<file path="src/wor_pkg.sv">
// Constants for the wake timer: register map, field layout, reset values.
// Assumes a single clock and a plain byte-wide register port.
// Operation
// - High period byte at 0x1E, resets 0x87.
// - Low period byte at 0x1F, resets 0x6B.
// - Slow oscillator tick is clock divided 750.
// - Event 0 interval is count times resolution.
// - Event 1 follows Event 0 by coded delay.
// - Power-down bit 7 stops oscillator, resets 1.
// - Clearing power-down with bit 3 set starts an initial calibration.
// - Bit 3 enables calibration, resets to 1.
package wor_pkg;
  // ==========================================================
  // Register map
  localparam logic [5:0] WOR_ADDR_HIGH = 6'h1E;
  localparam logic [5:0] WOR_ADDR_LOW = 6'h1F;
  localparam logic [5:0] WOR_ADDR_CTRL = 6'h20;
  localparam logic [7:0] WOR_HIGH_RST = 8'h87;
  localparam logic [7:0] WOR_LOW_RST = 8'h6B;
  // ==========================================================
  // Control fields and reset values
  localparam int WOR_PD_BIT = 7;
  localparam int WOR_E1_LSB = 4;
  localparam int WOR_CAL_BIT = 3;
  localparam int WAKE_RESOLUTION_LSB = 0;
  localparam logic WOR_PD_RST = 1'b1;
  localparam logic [2:0] WOR_E1_RST = 3'h7;
  localparam logic WOR_CAL_RST = 1'b1;
  localparam logic [1:0] WAKE_RESOLUTION_RST = 2'h0;
  // ==========================================================
  // Timing
  localparam int WOR_RC_DIV = 750;
  localparam int WOR_CAL_TICKS = 4;
  // Event 1 delays in slow ticks, code 7 in the top slot.
  localparam logic [47:0] WOR_E1_TABLE = {6'h30, 6'h20, 6'h18, 6'h10,
                                          6'h0C, 6'h08, 6'h06, 6'h04};
  // Prescale terminal values for resolutions 3 down to 0.
  localparam logic [59:0] WAKE_RESOLUTION_TABLE = {15'h7FFF, 15'h03FF,
                                           15'h001F, 15'h0000};
  typedef enum logic [2:0] {
    WOR_OFF = 3'b001,
    WOR_CAL = 3'b010,
    WOR_RUN = 3'b100
  } wor_state_e;
endpackage : wor_pkg

</file>
<file path="src/wor_rc_tick.sv">
// Slow oscillator model: one-cycle enable every DIV clock cycles.
// Assumes enable_in is held low while the oscillator is powered down.
`timescale 1ns/10ps
module wor_rc_tick #(
  parameter int DIV = wor_pkg::WOR_RC_DIV
) (
  input wire logic ref_clk_in,
  input wire logic rst_in,
  input wire logic enable_in,
  output logic tick_out
);
  localparam logic [9:0] LAST = 10'(DIV - 1);
  logic [9:0] cnt_reg;

  // ==========================================================
  // Divider
  // divide by DIV, 750 by default.
  always_ff @(posedge ref_clk_in) begin
    if (rst_in || !enable_in) begin
      cnt_reg <= 10'h000;
      tick_out <= 1'b0;
    end else begin
      tick_out <= (cnt_reg == LAST);
      cnt_reg <= (cnt_reg == LAST) ? 10'h000 : cnt_reg + 10'h001;
    end
  end

  a_tick_spacing: assert property (@(posedge ref_clk_in)
    disable iff (rst_in)
    tick_out |-> $past(cnt_reg) == LAST)
    else $error("slow tick not at divider terminal");
endmodule : wor_rc_tick

</file>
<file path="src/wor_timer.sv">
// Wake timer top: registers, slow tick, calibration and event timing.
// Assumes register accesses are one-cycle strobes on ref_clk_in.
`timescale 1ns/10ps
module wor_timer #(
  parameter int RC_DIV = wor_pkg::WOR_RC_DIV,
  parameter int CAL_TICKS = wor_pkg::WOR_CAL_TICKS
) (
  input wire logic ref_clk_in,
  input wire logic rst_in,
  input wire logic [5:0] reg_addr_in,
  input wire logic [7:0] reg_wdata_in,
  input wire logic reg_wr_in,
  input wire logic reg_rd_in,
  output logic [7:0] reg_rdata_out,
  output logic wake_period_count_out,
  output logic settle_delay_select_out,
  output logic osc_running_out,
  output logic cal_busy_out
);
  logic [7:0] period_high_reg;
  logic [7:0] period_low_reg;
  logic slow_osc_powerdown_reg;
  logic [2:0] settle_delay_select_reg;
  logic slow_osc_cal_enable_reg;
  logic [1:0] wake_resolution_reg;
  wor_pkg::wor_state_e state_reg;
  logic [14:0] prescale_reg;
  logic [15:0] period_cnt_reg;
  logic [5:0] e1_cnt_reg;
  logic e1_pending_reg;
  logic [5:0] cal_cnt_reg;
  logic rc_tick;
  logic wr_high;
  logic wr_low;
  logic wr_ctrl;
  logic pd_clear;
  logic [15:0] wake_period_count;
  logic [15:0] period_last;
  logic [14:0] prescale_last;
  logic [5:0] e1_last;
  logic lsb_tick;
  logic period_hit;

  assign wr_high = reg_wr_in && (reg_addr_in == wor_pkg::WOR_ADDR_HIGH);
  assign wr_low = reg_wr_in && (reg_addr_in == wor_pkg::WOR_ADDR_LOW);
  assign wr_ctrl = reg_wr_in && (reg_addr_in == wor_pkg::WOR_ADDR_CTRL);
  assign pd_clear = wr_ctrl && slow_osc_powerdown_reg &&
                    !reg_wdata_in[wor_pkg::WOR_PD_BIT];
  assign wake_period_count = {period_high_reg, period_low_reg};
  assign period_last = (wake_period_count == 16'h0000) ? 16'h0000 :
                       wake_period_count - 16'h0001;
  assign prescale_last = wor_pkg::WAKE_RESOLUTION_TABLE[wake_resolution_reg*15 +: 15];
  assign e1_last = wor_pkg::WOR_E1_TABLE[settle_delay_select_reg*6 +: 6]
                   - 6'h01;
  assign lsb_tick = rc_tick && (state_reg == wor_pkg::WOR_RUN) &&
                    (prescale_reg == prescale_last);
  assign period_hit = lsb_tick && (period_cnt_reg == period_last);

  wor_rc_tick #(.DIV(RC_DIV)) i_wor_rc_tick (
    .ref_clk_in(ref_clk_in),
    .rst_in(rst_in),
    .enable_in(!slow_osc_powerdown_reg),
    .tick_out(rc_tick)
  );

  // ==========================================================
  // Register file
  // high period byte.
  always_ff @(posedge ref_clk_in) begin
    if (rst_in) begin
      period_high_reg <= wor_pkg::WOR_HIGH_RST;
    end else if (wr_high) begin
      period_high_reg <= reg_wdata_in;
    end
  end

  always_ff @(posedge ref_clk_in) begin
    if (rst_in) begin
      period_low_reg <= wor_pkg::WOR_LOW_RST;
    end else if (wr_low) begin
      period_low_reg <= reg_wdata_in;
    end
  end

  always_ff @(posedge ref_clk_in) begin
    if (rst_in) begin
      slow_osc_powerdown_reg <= wor_pkg::WOR_PD_RST;
      settle_delay_select_reg <= wor_pkg::WOR_E1_RST;
      slow_osc_cal_enable_reg <= wor_pkg::WOR_CAL_RST;
      wake_resolution_reg <= wor_pkg::WAKE_RESOLUTION_RST;
    end else if (wr_ctrl) begin
      slow_osc_powerdown_reg <= reg_wdata_in[wor_pkg::WOR_PD_BIT];
      settle_delay_select_reg <= reg_wdata_in[wor_pkg::WOR_E1_LSB +: 3];
      slow_osc_cal_enable_reg <= reg_wdata_in[wor_pkg::WOR_CAL_BIT];
      wake_resolution_reg <= reg_wdata_in[wor_pkg::WAKE_RESOLUTION_LSB +: 2];
    end
  end

  always_ff @(posedge ref_clk_in) begin
    if (rst_in) begin
      reg_rdata_out <= 8'h00;
    end else if (reg_rd_in) begin
      case (reg_addr_in)
        wor_pkg::WOR_ADDR_HIGH: reg_rdata_out <= period_high_reg;
        wor_pkg::WOR_ADDR_LOW: reg_rdata_out <= period_low_reg;
        wor_pkg::WOR_ADDR_CTRL: reg_rdata_out <= {slow_osc_powerdown_reg,
          settle_delay_select_reg, slow_osc_cal_enable_reg, 1'b0,
          wake_resolution_reg};
        default: reg_rdata_out <= 8'h00;
      endcase
    end
  end

  // ==========================================================
  // Oscillator state
  // calibrate on power-up when bit 3 of the control write is set, else go straight to run.
  always_ff @(posedge ref_clk_in) begin
    if (rst_in) begin
      state_reg <= wor_pkg::WOR_OFF;
      cal_cnt_reg <= 6'h00;
    end else if (wr_ctrl && reg_wdata_in[wor_pkg::WOR_PD_BIT]) begin
      state_reg <= wor_pkg::WOR_OFF;
    end else begin
      case (state_reg)
        wor_pkg::WOR_OFF: begin
          cal_cnt_reg <= 6'h00;
          if (pd_clear) begin
            state_reg <= reg_wdata_in[wor_pkg::WOR_CAL_BIT] ?
                         wor_pkg::WOR_CAL : wor_pkg::WOR_RUN;
          end
        end
        wor_pkg::WOR_CAL: begin
          if (rc_tick) begin
            cal_cnt_reg <= cal_cnt_reg + 6'h01;
            if (cal_cnt_reg == 6'(CAL_TICKS - 1)) begin
              state_reg <= wor_pkg::WOR_RUN;
            end
          end
        end
        wor_pkg::WOR_RUN: state_reg <= wor_pkg::WOR_RUN;
        default: state_reg <= wor_pkg::WOR_OFF;
      endcase
    end
  end

  always_ff @(posedge ref_clk_in) begin
    if (rst_in) begin
      osc_running_out <= 1'b0;
      cal_busy_out <= 1'b0;
    end else begin
      osc_running_out <= !slow_osc_powerdown_reg;
      cal_busy_out <= (state_reg == wor_pkg::WOR_CAL);
    end
  end

  // ==========================================================
  // Event 0 timing
  // resolution prescale then period count.
  always_ff @(posedge ref_clk_in) begin
    if (rst_in || state_reg != wor_pkg::WOR_RUN) begin
      prescale_reg <= 15'h0000;
    end else if (rc_tick) begin
      prescale_reg <= (prescale_reg == prescale_last) ? 15'h0000 :
                      prescale_reg + 15'h0001;
    end
  end

  always_ff @(posedge ref_clk_in) begin
    if (rst_in || state_reg != wor_pkg::WOR_RUN) begin
      period_cnt_reg <= 16'h0000;
      wake_period_count_out <= 1'b0;
    end else begin
      wake_period_count_out <= period_hit;
      if (period_hit) begin
        period_cnt_reg <= 16'h0000;
      end else if (lsb_tick) begin
        period_cnt_reg <= period_cnt_reg + 16'h0001;
      end
    end
  end

  // ==========================================================
  // Event 1 timing
  // coded delay after Event 0.
  always_ff @(posedge ref_clk_in) begin
    if (rst_in || state_reg != wor_pkg::WOR_RUN) begin
      e1_pending_reg <= 1'b0;
      e1_cnt_reg <= 6'h00;
      settle_delay_select_out <= 1'b0;
    end else begin
      settle_delay_select_out <= e1_pending_reg && rc_tick && (e1_cnt_reg == e1_last);
      if (wake_period_count_out) begin
        e1_pending_reg <= 1'b1;
        e1_cnt_reg <= 6'h00;
      end else if (e1_pending_reg && rc_tick) begin
        e1_cnt_reg <= e1_cnt_reg + 6'h01;
        if (e1_cnt_reg == e1_last) begin
          e1_pending_reg <= 1'b0;
        end
      end
    end
  end

  // ==========================================================
  // Checks
  a_high_reset_val: assert property (@(posedge ref_clk_in)
    rst_in |=> period_high_reg == wor_pkg::WOR_HIGH_RST)
    else $error("high period byte wrong after reset");
  a_low_reset_val: assert property (@(posedge ref_clk_in)
    rst_in |=> period_low_reg == wor_pkg::WOR_LOW_RST)
    else $error("low period byte wrong after reset");
  a_wake_period_count_at_terminal: assert property (@(posedge ref_clk_in)
    disable iff (rst_in)
    wake_period_count_out |-> $past(prescale_reg) == $past(prescale_last) &&
                   $past(period_cnt_reg) == $past(period_last))
    else $error("event 0 not at resolution and period terminal");
  a_settle_delay_select_delay: assert property (@(posedge ref_clk_in)
    disable iff (rst_in)
    settle_delay_select_out |-> $past(e1_cnt_reg) == $past(e1_last))
    else $error("event 1 delay count mismatch");
  a_powerdown_quiet: assert property (@(posedge ref_clk_in)
    disable iff (rst_in)
    slow_osc_powerdown_reg |=> !rc_tick && !wake_period_count_out)
    else $error("activity while oscillator powered down");
  a_cal_on_wake: assert property (@(posedge ref_clk_in)
    disable iff (rst_in)
    pd_clear && reg_wdata_in[wor_pkg::WOR_CAL_BIT] |=> ##1 cal_busy_out)
    else $error("calibration did not start on power-up");
  a_cal_skipped: assert property (@(posedge ref_clk_in)
    disable iff (rst_in)
    pd_clear && !reg_wdata_in[wor_pkg::WOR_CAL_BIT] |=> ##1 !cal_busy_out)
    else $error("calibration ran while disabled");
  a_reserved_zero: assert property (@(posedge ref_clk_in)
    disable iff (rst_in)
    reg_rd_in && reg_addr_in == wor_pkg::WOR_ADDR_CTRL |=>
    !reg_rdata_out[2])
    else $error("reserved control bit read nonzero");
  a_period_restart: assert property (@(posedge ref_clk_in)
    disable iff (rst_in)
    wake_period_count_out |-> period_cnt_reg == 16'h0000)
    else $error("period count not restarted after event 0");
endmodule : wor_timer

</file>
<file path="config.mk">
export PLATFORM = sky130hd
export DESIGN_NAME = wor_timer
export DESIGN_NICKNAME = d
export VERILOG_FILES = /design/src/wor_pkg.sv /design/src/wor_rc_tick.sv /design/src/wor_timer.sv
export SDC_FILE = /design/constraint.sdc
export NUM_CORES = 1
export LEC_CHECK = 0
export ABC_CLOCK_PERIOD_IN_PS = 3200
export BUFFER_PORTS_ARGS = -buffer_cell sky130_fd_sc_hd__buf_2
export CORE_MARGIN = 4
export CORE_UTILIZATION = 60
export CTS_CLUSTER_DIAMETER = 120
export DETAILED_ROUTE_END_ITERATION = 12
export PLACE_DENSITY = 0.75
export SYNTH_ARGS = -nofsm -noshare
export SYNTH_HDL_FRONTEND = slang
export SYNTH_SLANG_ARGS = --single-unit
</file>
<file path="constraint.sdc">
create_clock -name ref_clk_in -period 3.2 [get_ports ref_clk_in]
set_input_delay 0.32 -clock ref_clk_in [delete_from_list [all_inputs] [get_ports ref_clk_in]]
set_output_delay 0.32 -clock ref_clk_in [all_outputs]
set_load 0.02 [all_outputs]
</file>
==> impl_metrics.yaml <==
power:
  power_leakage_nw: 1.94
  power.share.switching: 0.231
  ir_worst_vdd_mv: 0.325
  power.density_nw_per_um2: 384
  power.switching_uw: 478
  p_clk_frac: 0.381
  p_comb_frac: 0.050
  internal_power_mw: 1.59
  seqPwrFrac: 0.569
timing:
  fin_crit_sh: 0.910
  tns_ns: 0
  period_minus_slack_ns: 2.91
  setup_viol: 0
  rsz0062_at_grt: "false"
  maxSlewViolCount: 0
  hold_viol: 0
  skew_ns: 0.0144
  fmax_mhz: 343
  maxSlewHeadroom: 0.461
  tightestPinTransition_ns: 0.806
drt:
  route.detailed.drc: 0
  wl_per_cell_um: 15.5
  viasPerCell: 5.87
  drt_wl_total_mm: 11.2
  vias: 4253
  drt_iter0_drc: 156
  first_pass_iters: 5
  ant_nets: 0
logic_synthesis:
  ys_types: 62
  async_reset_ff_frac: 0
  syn-num-nets: 619
  synth_top_area_share: 0.372
  synth_edf_count: 0
  synth.area.top_cells: "dfxtp_1 (37%), xor2_1 (6.0%), nor2_1 (5.9%)"
  syn_inst: 593
  synth-seq-cells: 93
  synth_flop_cell: "dfxtp_1"
  avgSynthCellArea_sq_um: 8.43
  synthesis.area_sq_um: 5000
  synth.largest_area_cell: "dfxtp_1"
  ys_warn_count: 0
  synth_seq_area_share: 0.372
clock_tree:
  postCtsSetupRepairBufs: 0
  cts_buffers: 9
  cts_tree: "yes"
  cts.clk_slew.worst_paths_ns: 0.09
  cts_hold_buf: 0
  cts_root_buffer: "clkbuf_8"
  clockBufferDepth: 2
  clk_latency_ns: 0.35
  cts_resized: 0
  clock-sinks: 93
  htreeDepth: 3
worst_setup_path:
  cp_top_family: "simple AND/OR/NAND/NOR gates"
  regToRegEndpoint: "period_cnt_reg[0]"
  required_ns: 3.40
  critPathCaptureType: "flip-flop"
  cp.arrival_ns: 3.11
  crit_buf_inv: 1
  rr_startpoint: "period_low_reg[2]"
  cp_slowest_stage_delay_ns: 0.65
  cp_common_cell: "or4_4"
  reg2reg_slack_ns: 0.29
  cp_cell_sequence: "or4_4 > or4_4 > xor2_1 > a31oi_1 > o32ai_1 > nand3_1 > and4b_1 > buf_4 > nor3_1"
  reg2reg_depth: 9
  critPathKind: "flip-flop to flip-flop"
  start_kind: "flip-flop"
  cp_slowest_cell: "or4_4"
  cp_max_fo: 17
floorplan:
  core_area_sq_um: 8180
  start_util: 0.611
  rows: 33
  dieArea_sq_um: 9860
  die_h_um: 99.3
  pin_count: 30
  die_w_um: 99.3
final_layout:
  stdcell_count: 724
  diodes: 0
  area_growth_pct: 7.68
  layout.nets: 640
  n_fill_cell: 704
  largest_register_ffs: 16
  layout-drive-gt1-share: 0.134
hold_path:
  hold_path_class: "input pin to flip-flop"
  hold_end: "period_high_reg[2]"
  worstHoldStart: "reg_wdata_in[2]"
  hold_depth: 3
grt:
  grt_pass1_vias: 4016
  grt_overflow: 0
  grtUsageTotal: 0.236
  grt_antenna_before_repair: 0
  grt_max_degree: 26
  grt_pass1_wl_mm: 19.1
outcome:
  status: "finished clean"
placed_design:
  hpwl_mm: 8.28
  gp_congestion: 0.878
  portBuffers: 29
  place_inst: 708
run:
  maxCapViolCount: 0
[layout make-up]
class | count | area [sq um] | area share
flip-flops and latches | 93 | 1860 | 0.346
clock inverters | 5 | 58.8 | 0.0109
multi-input cells | 460 | 2940 | 0.545
well taps | 105 | 131 | 0.0244
inverters | 13 | 48.8 | 0.00907
repair buffers | 37 | 205 | 0.0381
clock buffers | 11 | 141 | 0.0263
[how the worst max path moves through the flow]
stage / slack [ns] / end / cells after the start / startpoint
global placement: 0.40 / wake_period_count_out / 9 / period_low_reg[2]
detailed placement: 0.32 / period_cnt_reg[4] / 9 / period_low_reg[2]
floorplan: 0.58 / period_cnt_reg[5] / 11 / period_low_reg[2]
global route: 0.12 / period_cnt_reg[0] / 9 / period_low_reg[2]
finish: 0.29 / period_cnt_reg[0] / 9 / period_low_reg[2]
CTS: 0.29 / period_cnt_reg[0] / 9 / period_low_reg[2]
[worst min-delay path, stage by stage]
cell      delay (ns)
buf_2           0.09
nand2_1         0.05
o211ai_1        0.07
[synth_stat cells, types with 5 or more instances]
library cell / instances
clkbuf_1: 19
nor3_1: 18
nor2b_1: 6
nand2b_1: 5
o21ai_0: 8
o211ai_1: 5
and2_1: 6
nand4_1: 19
inv_1: 13
xor2_1: 34
nand3_1: 29
nor4_1: 6
nor2_1: 79
ha_1: 8
mux2i_1: 13
xnor2_1: 30
a211oi_1: 10
nand2_1: 67
nor3_2: 11
a21oi_1: 23
and3_1: 13
dfxtp_1: 93
mux2_2: 8
a22oi_1: 7
[layout by cell type (no fill, tap or decap), types with 3 or more instances in the layout]
master,n
o22ai_1,4
xnor2_1,30
nand2b_1,5
nand2_1,67
o32ai_1,3
ha_1,8
a21oi_1,23
nand3_1,29
o21ai_0,8
nor2b_1,6
a211oi_1,10
and4_1,3
buf_2,29
xor2_1,34
nor3_2,11
a31oi_1,4
nor4_2,3
inv_1,13
o211ai_1,5
nor3_1,18
nor4_1,6
and3_1,13
mux2i_1,13
a22oi_1,7
and2_1,6
nand4_1,19
dfxtp_1,93
mux2_2,8
nor2_1,79
buf_4,8
clkbuf_8,10
[cell families after synthesis]
family,count (synthesis),share of synthesized area
and+or+nand+nor,283,0.292
DFF,93,0.372
AOI/OAI and AO/OA,81,0.108
xor gates and xnor gates,66,0.121
buffers and inverters,40,0.0403
muxes,22,0.0463
adders and majority gates,8,0.0200
[stage by stage]
stage | util | total power, mW | worst slack, ns | hold WS (ns) | instance area [sq um]
floorplan | - | 1.27 | 0.576 | 0.433 | 5000
global placement | 0.634 | 1.30 | 0.404 | 0.446 | 5180
detailed placement | 0.634 | 1.31 | 0.316 | 0.456 | 5180
CTS | 0.658 | 2.08 | 0.288 | 0.210 | 5380
global route | 0.658 | 2.14 | 0.120 | 0.237 | 5380
finish | 0.658 | 2.07 | 0.287 | 0.222 | 5380
[power groups by stage]
stage / clock, mW / sequential [mW] / combinational (mW)
after detailed placement: 0 / 1.20 / 0.103
after CTS: 0.804 / 1.18 / 0.104
final: 0.788 / 1.18 / 0.104
after global placement: 0 / 1.20 / 0.102
after global routing: 0.849 / 1.18 / 0.115
after floorplan: 0 / 1.21 / 0.0608
[layer usage]
| metal | share of wire | wire (um) | GRT usage |
|---|---|---|---|
| met3 | 0.044 | 492 | 0.0344 |
| met4 | 0.025 | 277 | 0.0935 |
| met1 | 0.45 | 5060 | 0.309 |
| met5 | 0 | 0 | 0 |
| met2 | 0.48 | 5370 | 0.393 |
Power figures use the tool's default switching activity.
